<file path="src/shared/wqr_pkg.sv">
// Constants and carriers for the watchdog, Q&A and interrupt register slice.
// Assumes an 8-bit register port in front of it on the device clock.
package wqr_pkg;

   // ***********************************************************************
   // Register offsets
   // ***********************************************************************
   localparam logic [7:0] OFS_WATCHDOG_KICK   = 8'h15;
   localparam logic [7:0] OFS_QA_CONFIG       = 8'h2d;
   localparam logic [7:0] OFS_QA_ANSWER       = 8'h2e;
   localparam logic [7:0] OFS_QA_QUESTION     = 8'h2f;
   localparam logic [7:0] OFS_XCVR_STATE      = 8'h40;
   localparam logic [7:0] OFS_INT_SUMMARY     = 8'h50;
   localparam logic [7:0] OFS_WAKE_BUS_FLAGS  = 8'h51;

   // ***********************************************************************
   // Reset values and fixed values
   // ***********************************************************************
   localparam logic [7:0] RST_QA_CONFIG       = 8'h00;
   localparam logic [7:0] RST_QA_ANSWER       = 8'h00;
   localparam logic [7:0] RST_FLAGS           = 8'h00;
   localparam logic [7:0] RST_RDATA           = 8'h00;
   localparam logic [7:0] KICK_VALUE          = 8'hff;
   localparam logic [3:0] SEED_POWERUP        = 4'h5;
   localparam logic [3:0] QUESTION_ENABLED    = 4'hc;
   localparam logic [1:0] ANSWER_CNT_ENABLED  = 2'h3;

   // ***********************************************************************
   // Field positions
   // ***********************************************************************
   localparam int ANSWER_GEN_LSB    = 6;
   localparam int POLY_SETTING_LSB  = 4;
   localparam int POLY_SEED_LSB     = 0;
   localparam int ANSWER_ERR_BIT    = 6;
   localparam int CAN_ACTIVE_BIT    = 3;
   localparam int BUS_SILENCE_BIT   = 2;
   localparam int TXD_BLOCK_BIT     = 0;
   localparam int SUM_ANY_BIT       = 7;
   localparam int SUM_INT1_BIT      = 6;
   localparam int SUM_INT2_BIT      = 5;
   localparam int SUM_INT3_BIT      = 4;
   localparam int SUM_BUS_BIT       = 3;
   localparam int WD_EVENT_BIT      = 7;
   localparam int BUS_WAKE_BIT      = 6;
   localparam int LOCAL_WAKE_BIT    = 5;
   localparam int WAKE_ERR_BIT      = 4;
   localparam int BUS_SILENT_BIT    = 2;
   localparam int STUCK_DOM_BIT     = 0;
   localparam logic [7:0] FLAGS_VALID = 8'hf5;

   // ***********************************************************************
   // Watchdog mode codes
   // ***********************************************************************
   localparam logic [1:0] MODE_AUTONOMOUS = 2'h0;
   localparam logic [1:0] MODE_TIMEOUT    = 2'h1;
   localparam logic [1:0] MODE_WINDOW     = 2'h2;
   localparam logic [1:0] MODE_QA         = 2'h3;

   // ***********************************************************************
   // Carriers
   // ***********************************************************************
   typedef struct packed {
      logic       wr;
      logic       rd;
      logic [7:0] addr;
      logic [7:0] wdata;
   } wqr_reg_req_t;

   // One bit per flag, in wake_and_bus_flags bit order, then answer_error from the question register
   typedef struct packed {
      logic watchdog_error;
      logic bus_wake;
      logic local_wake;
      logic wake_timer_sleep;
      logic bus_silent;
      logic stuck_dominant;
      logic answer_error;
   } wqr_events_t;

   typedef struct packed {
      logic       can_active;
      logic       bus_silence;
      logic       transmit_low_block;
      logic       int2_any;
      logic       int3_any;
      logic       bus_fault_any;
   } wqr_status_t;

   typedef struct packed {
      logic [7:0] config_q;
      logic       seed_written;
      logic       seed_load;
      logic [7:0] answer_byte;
      logic       answer_strobe;
      logic       answer_error_flag;
      logic [7:0] flags;
      logic [7:0] summary;
      logic       kick;
      logic [7:0] rdata;
      logic       rvalid;
      logic       int_req;
   } wqr_state_t;

endpackage

</file>
<file path="src/core/wqr_regs.sv">
// Watchdog kick, Q&A watchdog and first interrupt register slice.
// Assumes the serial port logic hands over decoded byte accesses on
// core_clk_i; watchdog engine and other flag registers sit outside.
`timescale 1ns/1ps

// Function
// - Writing FF to kick register pulses kick
// - Q&A config holds three read/write fields
// - Seed presented to generator during reset state
// - Seed reads zero, uses 101b until written
// - Answer byte stored for evaluation
// - Question reads C while watchdog enabled
// - Answer count reads 3 while enabled
// - Answer error flag, write one clears
// - Status bit 3 shows transceiver active
// - Status bit 2 shows bus silence
// - Status bit 0 shows transmit-low block
// - Summary bit 7 ORs summary bits 6..3
// - Summary bits 6..3 OR each register
// - Watchdog, bus and local wake flags, W1C
// - Silent and stuck flags W1C; reserved zero
// - Every watchdog error sets event flag
// - Wake error on timer expiry in sleep
// - Mode codes; answer strobe and answer error only in Q&A
// - Enable bits, default one, gate interrupt
module wqr_regs
   import wqr_pkg::*;
#(
   parameter int ADDR_W = 8
) (
   // Clock and reset
   input  wire logic         core_clk_i,
   input  wire logic         rst_n_i,
   // Register port
   input  wire wqr_reg_req_t reg_req_i,
   output logic [7:0]        reg_rdata_o,
   output logic              reg_rvalid_o,
   // Watchdog engine side
   input  wire logic         watchdog_enabled_i,
   input  wire logic [1:0]   watchdog_mode_field_i,
   input  wire logic         device_in_reset_i,
   output logic              watchdog_kick_o,
   output logic [3:0]        polynomial_seed_o,
   output logic              seed_load_o,
   output logic [1:0]        answer_generation_setting_o,
   output logic [1:0]        polynomial_setting_o,
   output logic [7:0]        answer_byte_o,
   output logic              answer_strobe_o,
   // Events, status and interrupt
   input  wire wqr_events_t  events_i,
   input  wire wqr_status_t  status_i,
   input  wire logic [7:0]   watchdog_event_mask_i,
   output logic              any_interrupt_summary_o,
   output logic              int_request_o
);

   // ***********************************************************************
   // Elaboration checks
   // ***********************************************************************
   // Offsets reach 0x51 on the 8-bit address, so ADDR_W must be exactly 8
   if (ADDR_W != 8) begin : g_bad_addr
      $error("wqr_regs: ADDR_W must be 8");
   end

   wqr_state_t st;
   wqr_state_t next_st;

   logic       wr_kick;
   logic       wr_cfg;
   logic       wr_ans;
   logic       wr_q;
   logic       wr_flags;
   logic       qa_mode;
   logic [7:0] set_flags;
   logic [7:0] question_rd;
   logic [7:0] status_rd;
   logic [7:0] rd_mux;

   // ***********************************************************************
   // Decode and combinational views
   // ***********************************************************************
   always_comb begin
      wr_kick  = reg_req_i.wr && reg_req_i.addr == OFS_WATCHDOG_KICK;
      wr_cfg   = reg_req_i.wr && reg_req_i.addr == OFS_QA_CONFIG;
      wr_ans   = reg_req_i.wr && reg_req_i.addr == OFS_QA_ANSWER;
      wr_q     = reg_req_i.wr && reg_req_i.addr == OFS_QA_QUESTION;
      wr_flags = reg_req_i.wr && reg_req_i.addr == OFS_WAKE_BUS_FLAGS;
      qa_mode  = watchdog_mode_field_i == MODE_QA;
      set_flags = 8'h00;
      set_flags[WD_EVENT_BIT]   = events_i.watchdog_error;
      set_flags[BUS_WAKE_BIT]   = events_i.bus_wake;
      set_flags[LOCAL_WAKE_BIT] = events_i.local_wake;
      set_flags[WAKE_ERR_BIT]   = events_i.wake_timer_sleep;
      set_flags[BUS_SILENT_BIT] = events_i.bus_silent;
      set_flags[STUCK_DOM_BIT]  = events_i.stuck_dominant;
      question_rd = 8'h00;
      question_rd[ANSWER_ERR_BIT] = st.answer_error_flag;
      if (watchdog_enabled_i) begin
         question_rd[3:0] = QUESTION_ENABLED;
         question_rd[5:4] = ANSWER_CNT_ENABLED;
      end
      status_rd = 8'h00;
      status_rd[CAN_ACTIVE_BIT]  = status_i.can_active;
      status_rd[BUS_SILENCE_BIT] = status_i.bus_silence;
      status_rd[TXD_BLOCK_BIT]   = status_i.transmit_low_block;
      unique case (reg_req_i.addr)
         OFS_QA_CONFIG:      rd_mux = st.config_q;
         OFS_QA_ANSWER:      rd_mux = st.answer_byte;
         OFS_QA_QUESTION:    rd_mux = question_rd;
         OFS_XCVR_STATE:     rd_mux = status_rd;
         OFS_INT_SUMMARY:    rd_mux = st.summary;
         OFS_WAKE_BUS_FLAGS: rd_mux = st.flags;
         // Kick register and unmapped offsets read zero
         default:            rd_mux = 8'h00;
      endcase
   end

   // ***********************************************************************
   // Next state
   // ***********************************************************************
   always_comb begin
      next_st = st;
      next_st.kick = wr_kick && reg_req_i.wdata == KICK_VALUE;
      if (wr_cfg) begin
         next_st.config_q     = reg_req_i.wdata;
         next_st.seed_written = 1'b1;
      end
      next_st.seed_load = device_in_reset_i;
      if (wr_ans) begin
         next_st.answer_byte = reg_req_i.wdata;
      end
      next_st.answer_strobe = wr_ans && qa_mode;
      // Set wins over a same-cycle clear so no event is lost
      if (events_i.answer_error && qa_mode) begin
         next_st.answer_error_flag = 1'b1;
      end else if (wr_q && reg_req_i.wdata[ANSWER_ERR_BIT]) begin
         next_st.answer_error_flag = 1'b0;
      end
      if (wr_flags) begin
         next_st.flags = st.flags & ~reg_req_i.wdata;
      end
      next_st.flags = (next_st.flags | set_flags) & FLAGS_VALID;
      // Built from next flags so the summary never lags them
      next_st.summary = 8'h00;
      next_st.summary[SUM_INT1_BIT] = |next_st.flags;
      next_st.summary[SUM_INT2_BIT] = status_i.int2_any;
      next_st.summary[SUM_INT3_BIT] = status_i.int3_any;
      next_st.summary[SUM_BUS_BIT]  = status_i.bus_fault_any;
      next_st.summary[SUM_ANY_BIT]  = |next_st.summary[6:3];
      next_st.int_req = |(next_st.flags & watchdog_event_mask_i);
      next_st.rvalid  = reg_req_i.rd;
      if (reg_req_i.rd) begin
         next_st.rdata = rd_mux;
      end
   end

   // ***********************************************************************
   // State register
   // ***********************************************************************
   always_ff @(posedge core_clk_i) begin
      if (!rst_n_i) begin
         st                   <= '0;
         st.config_q          <= RST_QA_CONFIG;
         st.answer_byte       <= RST_QA_ANSWER;
         st.flags             <= RST_FLAGS;
         st.rdata             <= RST_RDATA;
      end else begin
         st <= next_st;
      end
   end

   // ***********************************************************************
   // Outputs
   // ***********************************************************************
   assign reg_rdata_o                 = st.rdata;
   assign reg_rvalid_o                = st.rvalid;
   assign watchdog_kick_o             = st.kick;
   // Unwritten seed field reads zero yet 101b drives the generator
   assign polynomial_seed_o           = st.seed_written ?
                                        st.config_q[3:0] : SEED_POWERUP;
   assign seed_load_o                 = st.seed_load;
   assign answer_generation_setting_o = st.config_q[7:6];
   assign polynomial_setting_o        = st.config_q[5:4];
   assign answer_byte_o               = st.answer_byte;
   assign answer_strobe_o             = st.answer_strobe;
   assign any_interrupt_summary_o     = st.summary[SUM_ANY_BIT];
   assign int_request_o               = st.int_req;
endmodule

</file>
<file path="config.mk">
export PLATFORM = sky130hd
export DESIGN_NAME = wqr_regs
export DESIGN_NICKNAME = d
export VERILOG_FILES = /design/src/shared/wqr_pkg.sv /design/src/core/wqr_regs.sv
export SDC_FILE = /design/constraint.sdc
export NUM_CORES = 1
export LEC_CHECK = 0
export ABC_CLOCK_PERIOD_IN_PS = 1400
export BUFFER_PORTS_ARGS = -buffer_cell sky130_fd_sc_hd__buf_4
export CAP_MARGIN = 25
export CELL_PAD_IN_SITES_DETAIL_PLACEMENT = 0
export CELL_PAD_IN_SITES_GLOBAL_PLACEMENT = 1
export CORE_UTILIZATION = 32
export CTS_CLUSTER_DIAMETER = 200
export DETAILED_ROUTE_END_ITERATION = 12
export PLACE_DENSITY_LB_ADDON = 0.1
export SLEW_MARGIN = 20
export SYNTH_ARGS = -nofsm -noshare
export SYNTH_HDL_FRONTEND = slang
export SYNTH_SLANG_ARGS = --single-unit
</file>
<file path="constraint.sdc">
create_clock -name core_clk_i -period 1.4 [get_ports core_clk_i]
set_input_delay 0.21 -clock core_clk_i [delete_from_list [all_inputs] [get_ports core_clk_i]]
set_output_delay 0.21 -clock core_clk_i [all_outputs]
set_load 0.02 [all_outputs]
</file>
==> reports/results.ini, run 1 <==
[run_status]
status = finished, violations left
violations = negative setup slack

[place]
finalWeightedCongestion = 0.801
io_buffers = 72
placed_area_mm2 = 0.00269
dp_hpwl_mm = 4.56

[setup_path]
critPathKind = in -> reg
cp_cell_sequence = buf_6, or3b_4, or3_4, o2bb2ai_4, nand2_4, o31ai_2
r2r_slack_ps = -10
worstPathRequired_ps = 1610
worstSetupStartpointType = input pin
critPathSlowestCell = or3_4
slowest_delay_ps = 430
end_kind = register
cp_max_fo = 5
cp.arrival_ps = 1630

[final_layout]
n_antenna_cell = 0
finalInstanceArea_mm2 = 0.00287
fin_nets = 348
syn_to_final_growth_pct = 38.4
drive_gt1_frac = 0.413

[timing]
rsz0062_at_grt = true
final_min_period_over_clock_period = 1.02
tns_ps = -35.2
fin_ws_ps = -21.5
worst_pin_slew_ps = 439
skew_ps = 5.81
slew_violations = 0
fin_crit_ps = 1420
hold_viol_final = 0
setup_violations = 2
slew_headroom = 0.708
timing.fmax_ghz = 0.703

[clocking]
clock_latency_ps = 290
cts_max_path_buffers = 2
cts_buffers = 5
cts.clk_slew.worst_paths_ps = 80
cts_tree = built
cts_root_buffer = clkbuf_8
postCtsHoldBufs = 0
cts_htree_levels = 2
numClockSinks = 42

[die]
ioPinCount = 75
die_width_um = 82.5
dieArea_mm2 = 0.00680
fp.dieH_um = 82.5
rows = 28
core_area_mm2 = 0.00610
start_util = 0.340

[synth]
synth_cell_types = 40
ys_top_cells_by_area = dfxtp_1 41%, mux2i_1 7.7%, buf_4 7.6%
synthCells = 228
ys.flop_type = dfxtp_1
async_reset_ff_frac = 0
synth_edf_count = 0
synth_top_cell_by_area = dfxtp_1
ys_warn_count = 0
syn-mean-instance-area_um2 = 9.09
syn-num-nets = 273
syn_area_mm2 = 0.00207
yosysSeqAreaShare = 0.406
synth_top_area_share = 0.406
ys_ff_latch = 42

[global_routing]
grt_max_degree = 29
antenna_found_initial = 0
overflow = 0
first_global_vias = 1792
grt_pass1_wl_mm = 9.19
grt_usage = 0.186

[route]
drc = 0
first_iter_violations = 97
drt-total-wl_mm = 5.91
routedWlPerCell_um = 15.6
dr.pass1.iters = 5
final_antenna_net_count = 0
vias_per_cell = 4.99
vias = 1886

[power_and_ir_drop]
p_total_mw = 2.56
leakagePower_nw = 1.33
power_density_mw_per_mm2 = 892
irDropWorstVdd_mv = 0.460

[flow_run]
max-cap-violations = 0

[worst_hold_path]
hold_path_class = in -> reg

-- registers in the layout, indices dropped and copies added, names as in the netlist --
signal                       cells
st                              15
answer_strobe_o                  1
reg_rdata_o                      8
question_rd                      1
any_interrupt_summary_o          1
int_request_o                    1
polynomial_setting_o             2
answer_generation_setting_o      2
watchdog_kick_o                  1
reg_rvalid_o                     1
seed_load_o                      1
answer_byte_o                    8
-- critical path, delay by kind of cell --
family	cells	cell delay, ps
AND/OR/NAND/NOR	3	940
AO/OA/AOI/OAI	2	390
buffers and inverters	1	90
-- worst paths after layout --
| path | start | end | cells after the start |
|---|---|---|---|
| worst max-delay path | reg_req_i[14] | reg_rdata_o[4]$_SDFFE_PN0P_ | 6 |
| worst min-delay path | device_in_reset_i | seed_load_o$_SDFF_PN0_ | 2 |
| worst max register to register | answer_byte_o[6]$_SDFFE_PN0P_ | reg_rdata_o[6]$_SDFFE_PN0P_ | 4 |
| worst min register to register | question_rd[6]$_SDFFE_PN0P_ | question_rd[6]$_SDFFE_PN0P_ | 2 |
-- where the power goes --
group	leakage [nW]	total, mW	switching [mW]	internal, mW
Combinational	0.925	0.344	0.160	0.184
Clock	0.0573	0.978	0.407	0.571
Sequential	0.344	1.24	0.0144	1.22
-- cell usage in the layout (no fill, tap or decap), types with 6 or more instances in the layout --
cell type	instances
buf_4	97
nand2b_1	6
a21oi_1	11
mux2i_1	16
nand3_1	7
o21ai_0	6
a22oi_1	6
inv_1	6
dfxtp_1	41
clkbuf_8	6
nor2_1	26
and2_1	13
-- layout make-up --
type | count | area, um2
Clock buffer | 6 | 82.6
Clock inverter | 1 | 30.0
Fill cell | 628 | 3230
Inverter | 7 | 26.3
Multi-Input combinational cell | 147 | 1020
Sequential cell | 42 | 842
Tap cell | 75 | 93.8
Timing Repair Buffer | 100 | 771
-- metal layers --
layer | routed length [um] | vias up | global-route usage
met5 | 0 | - | 0
met4 | 80 | 0 | 0.0621
met3 | 341 | 9 | 0.0396
met2 | 2760 | 60 | 0.302
met1 | 2730 | 882 | 0.246
li1 | - | 935 | -
-- through the flow --
stage / setup WS (ps) / cells / utilization / hold slack (ps)
after floorplan: -106 / 228 / - / 285
after global placement: -393 / 370 / 0.441 / 421
after detailed placement: -334 / 370 / 0.441 / 422
after CTS: 0.829 / 377 / 0.461 / 118
after global routing: -58.4 / 378 / 0.471 / 116
final: -21.5 / 378 / 0.471 / 123
-- synth_stat cells (all sizes together) (6+ instances only) --
master / n
dfxtp: 42
buf: 28
nor2: 26
mux2i: 16
and2: 13
a21oi: 11
o21ai: 8
inv: 7
nand3: 7
a22o: 6
a22oi: 6
nand2: 6
nand2b: 6
nor3b: 6
-- timing repair --
action | in CTS | in global routing
gates resized for setup | 1 | 11
buffers inserted | 0 | 1
endpoints found under the setup margin | 1 | 8
pin swaps | 2 | 5
-- cells by family after synthesis --
logic type | Yosys count | synth area share
and+or+nand+nor | 82 | 0.223
AOI/OAI and AO/OA | 47 | 0.159
DFF | 42 | 0.406
buffers and inverters | 39 | 0.125
muxes | 18 | 0.0881
No activity file was read; power rests on OpenSTA's default activity.
==> inputs of run 2 (changes only) <==
--- a/config.mk
+++ b/config.mk
@@ -7,13 +7,13 @@
 export LEC_CHECK = 0
 export ABC_CLOCK_PERIOD_IN_PS = 1400
 export BUFFER_PORTS_ARGS = -buffer_cell sky130_fd_sc_hd__buf_4
-export CAP_MARGIN = 25
+export CAP_MARGIN = 40
 export CELL_PAD_IN_SITES_DETAIL_PLACEMENT = 0
 export CELL_PAD_IN_SITES_GLOBAL_PLACEMENT = 1
 export CORE_UTILIZATION = 32
 export CTS_CLUSTER_DIAMETER = 200
 export DETAILED_ROUTE_END_ITERATION = 12
-export PLACE_DENSITY_LB_ADDON = 0.1
+export PLACE_DENSITY = 0.75
 export SLEW_MARGIN = 20
 export SYNTH_ARGS = -nofsm -noshare
 export SYNTH_HDL_FRONTEND = slang
==> run 2 against run 1 <==
Effect of this change:
- the run still ends with negative setup slack left
- hold slack improved by 0.58 ps
- largest power group unchanged
- first-iteration DRC count fell by 46%
- maximum frequency rose by 0.86%
- via count fell by 0.69%
- clock skew fell by 2.8 ps
==> reports/results.ini, run 2 (same netlist as run 1, synthesis figures left out) <==
[run_status]
status = finished, violations left
violations = negative setup slack

[power_and_ir_drop]
p_sw_mw = 0.575
irDropWorstVdd_mv = 0.393
p_sw_frac = 0.247
p_comb_frac = 0.148
leakagePower_nw = 1.31
p_seq_frac = 0.533
intPower_mw = 1.75
clockPowerShare = 0.319
power_density_mw_per_mm2 = 822

[place]
dp_hpwl_mm = 4.57
io_buffers = 72
finalWeightedCongestion = 0.837
dpl.cell_count = 370

[timing]
hold_viol_final = 0
slew_violations = 0
setup_violations = 2
holdWs_ps = 123
fin_ws_ps = -9.44
fin_crit_ps = 1410
timing.fmax_ghz = 0.710
skew_ps = 3.05
rsz0062_at_grt = true
worst_pin_slew_ps = 401
final_min_period_over_clock_period = 1.01
slew_headroom = 0.733

[clocking]
cts_max_path_buffers = 2
cts_root_buffer = clkbuf_8
cts.clk_slew.worst_paths_ps = 70
postCtsHoldBufs = 0
clock_latency_ps = 290
cts_tree = built
numClockSinks = 42
cts_buffers = 5
cts_htree_levels = 2

[setup_path]
worstPathRequired_ps = 1610
critPathKind = in -> reg
cp.arrival_ps = 1610
worstSetupStartpointType = input pin
end_kind = register
cp_max_fo = 5

[route]
routedWlPerCell_um = 15.2
final_antenna_net_count = 0
vias = 1873
vias_per_cell = 4.94
drt-total-wl_mm = 5.77
first_iter_violations = 52
drc = 0
dr.pass1.iters = 4

[die]
die_width_um = 82.5
dieArea_mm2 = 0.00680
ioPinCount = 75
start_util = 0.340
rows = 28
fp.dieH_um = 82.5
core_area_mm2 = 0.00610

[final_layout]
finalNonFillerCells = 379
final_cell_mix = 98 x buf_4, 42 x dfxtp_1, 26 x nor2_1
syn_to_final_growth_pct = 36.5
fin_nets = 349
n_antenna_cell = 0
layout_commonest_cell = buf_4
regMostFlops = st
drive_gt1_frac = 0.401
largest_register_ffs = 15

[worst_hold_path]
hold_path_class = in -> reg

[global_routing]
grt_max_degree = 21
overflow = 0
grt_pass1_wl_mm = 8.92
first_global_vias = 1825
grt_usage = 0.181
antenna_found_initial = 0

[flow_run]
max-cap-violations = 0

[run 2: changes by cell type in the layout (fill, tap and decap cells not counted), sizes merged]
| cell | previous run | this run |
|---|---|---|
| bufinv | 1 | 0 |
| buf | 100 | 101 |
| clkbuf | 6 | 7 |
[run 2: area by class of cell]
class | instances | area (um2)
repair buffers | 101 | 778
flip-flops and latches | 42 | 841
multi-input cells | 147 | 1010
fillers | 632 | 3270
inverters | 7 | 26.3
well taps | 75 | 93.8
clock buffers | 7 | 76.3
[run 2: final timing paths]
kind,start,to,slack [ps],depth (start not counted)
setup / recovery,reg_req_i[14],reg_rdata_o[5]$_SDFFE_PN0P_,-9,6
hold / removal,device_in_reset_i,seed_load_o$_SDFF_PN0_,120,2
setup reg to reg,question_rd[6]$_SDFFE_PN0P_,reg_rdata_o[6]$_SDFFE_PN0P_,60,4
hold reg to reg,question_rd[6]$_SDFFE_PN0P_,question_rd[6]$_SDFFE_PN0P_,480,2
[run 2: repair_timing]
action / in CTS / in global routing
pin swaps: 0 / 10
buffers inserted: 0 / 2
gates cloned: 0 / 0
resized for setup: 1 / 9
endpoints found under the setup margin: 1 / 19
[run 2: power groups by stage]
stage	registers (mW)	logic (mW)	clock network, mW
floorplan	1.27	0.134	0
global placement	1.27	0.335	0
detailed placement	1.27	0.337	0
CTS	1.24	0.339	0.773
global route	1.24	0.374	0.822
finish	1.24	0.344	0.743
[run 2: routing by layer]
metal | up-vias | track usage | part of all wire
met5 | - | 0 | 0
li1 | 939 | - | -
met4 | 0 | 0.0724 | 0.018
met3 | 8 | 0.0352 | 0.049
met1 | 874 | 0.224 | 0.45
met2 | 52 | 0.306 | 0.49
[run 2: worst max-delay path: stages]
cell and delay [ps]:
buf_6 90, or3b_4 420, or3_4 430, o2bb2ai_4 170
nand2_4 80, o31ai_1 210
[run 2: per-stage QoR]
step	cell area [um2]	setup slack [ps]	total power, mW	setup TNS (ps)	utilization
after floorplan	2090	-106	1.40	-2180	-
after global placement	2690	-275	1.60	-6280	0.441
after detailed placement	2690	-298	1.61	-7130	0.441
after CTS	2770	4.73	2.35	0	0.454
after global routing	2830	-37.1	2.44	-125	0.464
final	2830	-9.44	2.33	-10.7	0.464
==> inputs of run 3 (changes only) <==
--- a/config.mk
+++ b/config.mk
@@ -10,10 +10,11 @@
 export CAP_MARGIN = 40
 export CELL_PAD_IN_SITES_DETAIL_PLACEMENT = 0
 export CELL_PAD_IN_SITES_GLOBAL_PLACEMENT = 1
-export CORE_UTILIZATION = 32
+export CORE_UTILIZATION = 30
 export CTS_CLUSTER_DIAMETER = 200
 export DETAILED_ROUTE_END_ITERATION = 12
-export PLACE_DENSITY = 0.75
+export MAX_ROUTING_LAYER = met4
+export PLACE_DENSITY = 0.71
 export SLEW_MARGIN = 20
 export SYNTH_ARGS = -nofsm -noshare
 export SYNTH_HDL_FRONTEND = slang
==> run 3 against run 2 <==
Effect of this change:
- the run still ends with negative setup slack left
- power increased by 3.4%
- die area increased by 6.5%
- routed wire length increased by 3.1%
- sequential power about the same
- cell count increased by 1.1%
- setup slack got worse by 51 ps
- critical endpoint is now reg_rdata_o[6]$_SDFFE_PN0P_
- combinational power increased by 5%
- count of clock-buffer cells in the layout unchanged
- clock skew increased by 2.5 ps
- clock power increased by 8.3%
==> reports/results.ini, run 3 (same netlist as run 1, synthesis figures left out) <==
[run_status]
status = finished, violations left
violations = negative setup slack

[route]
drt-total-wl_mm = 5.95
vias_per_cell = 4.98
routedWlPerCell_um = 15.5
dr.pass1.iters = 4
final_antenna_net_count = 0
drc = 0
first_iter_violations = 102
vias = 1907

[global_routing]
first_global_vias = 1776
antenna_found_initial = 0
grt_pass1_wl_mm = 9.17
grt_usage = 0.170
overflow = 0
grt_max_degree = 21

[power_and_ir_drop]
power_density_mw_per_mm2 = 826
irDropWorstVdd_mv = 0.436
leakagePower_nw = 1.33

[setup_path]
r2r_slack_ps = 10
reg2reg_depth = 4
cp.arrival_ps = 1660
worstSetupStartpointType = input pin
reg2reg_to = reg_rdata_o[6]$_SDFFE_PN0P_
critPathKind = in -> reg
end_kind = register
reg2reg_from = answer_byte_o[6]$_SDFFE_PN0P_
worstPathRequired_ps = 1600
cp_max_fo = 5

[clocking]
cts_tree = built
cts_max_path_buffers = 2
numClockSinks = 42
cts_buffers = 5
clock_latency_ps = 290
cts_htree_levels = 2
cts_root_buffer = clkbuf_8
cts.clk_slew.worst_paths_ps = 80

[final_layout]
largest_register_ffs = 15
drive_gt1_frac = 0.441
fillCellCount = 630
finalNonFillerCells = 383
syn_to_final_growth_pct = 40.5
layout_commonest_cell = buf_4
regMostFlops = st
fin_nets = 350
register_area_um2 = 842
final_cell_mix = 95 x buf_4, 41 x dfxtp_1, 25 x nor2_1
multiInputGateArea_mm2 = 0.00106
n_antenna_cell = 0

[timing]
fin_ws_ps = -60.8
slew_headroom = 0.719
holdWs_ps = 127
slew_violations = 0
setup_violations = 2
final_min_period_over_clock_period = 1.04
worst_pin_slew_ps = 421
skew_ps = 5.51
hold_viol_final = 0
rsz0062_at_grt = true
fin_crit_ps = 1460
timing.fmax_ghz = 0.685

[worst_hold_path]
min_from = device_in_reset_i
hold_path_class = in -> reg
hold_depth = 2
whs_endpoint = seed_load_o$_SDFF_PN0_

[place]
finalWeightedCongestion = 0.825
dpl.cell_count = 373
dp_hpwl_mm = 4.61
io_buffers = 72
pre_cts_slack_ps = -356

[die]
core_area_mm2 = 0.00649
rows = 29
die_width_um = 85.1
dieArea_mm2 = 0.00725
start_util = 0.319
ioPinCount = 75
fp.dieH_um = 85.1

[flow_run]
max-cap-violations = 0

[run 3: changes by cell type in the layout (fill, tap and decap cells not counted), sizes merged]
cell    before  now
buf        101  102
clkinv       0    1
[run 3: critical path, stage by stage]
cell and delay (ps):
buf_6 90, or3b_4 420, or3_4 420, o2bb2ai_2 150
nand2_2 110, o31ai_1 250
[run 3: repair_timing]
action / 4_1_cts / 5_1_grt
setup buffers: 0 / 1
setup endpoints to repair: 3 / 11
pin swaps: 1 / 16
cloned: 0 / 1
endpoints found under the hold margin: 0 / 0
hold buffers: 0 / 0
resized for setup: 2 / 23
[run 3: worst max path at each step]
stage                             startpoint                                  to  slack (ps)
5_1_grt        answer_byte_o[6]$_SDFFE_PN0P_         reg_rdata_o[6]$_SDFFE_PN0P_        -120
6_report                       reg_req_i[14]         reg_rdata_o[6]$_SDFFE_PN0P_         -60
3_5_place_dp                   reg_req_i[10]  any_interrupt_summary_o$_SDFF_PN0_        -360
2_1_floorplan                  reg_req_i[15]       answer_byte_o[0]$_SDFFE_PN0P_        -110
3_3_place_gp                   reg_req_i[10]  any_interrupt_summary_o$_SDFF_PN0_        -330
4_1_cts                        reg_req_i[15]         reg_rdata_o[6]$_SDFFE_PN0P_           2
[run 3: metrics by stage]
| step | cell area [um2] | power, mW | util | setup TNS, ps |
|---|---|---|---|---|
| global route | 2910 | 2.53 | 0.448 | -181 |
| floorplan | 2090 | 1.40 | - | -2180 |
| finish | 2910 | 2.40 | 0.448 | -70.0 |
| global placement | 2700 | 1.60 | 0.416 | -6860 |
| detailed placement | 2700 | 1.60 | 0.416 | -7390 |
| CTS | 2800 | 2.41 | 0.431 | 0 |
[run 3: routing by layer]
metal / GRT usage / part of all wire / vias to the layer above
met1: 0.224 / 0.48 / 906
met4: 0.0416 / 0.0071 / 0
li1: - / - / 944
met3: 0.0292 / 0.045 / 4
met5: - / 0 / -
met2: 0.270 / 0.47 / 53
[run 3: final cells by class]
type,instances,share of cell area
Clock buffer,7,0.0296
Clock inverter,1,0.00172
Inverter,7,0.00902
Multi-Input combinational cell,147,0.365
Sequential cell,42,0.289
Tap cell,77,0.0331
Timing Repair Buffer,102,0.273
[run 3: power by group]
part           total (mW)  switching (mW)  leakage (nW)  internal (mW)
logic               0.360           0.170         0.938          0.190
clock network       0.805           0.407        0.0482          0.398
registers            1.24          0.0156         0.344           1.22
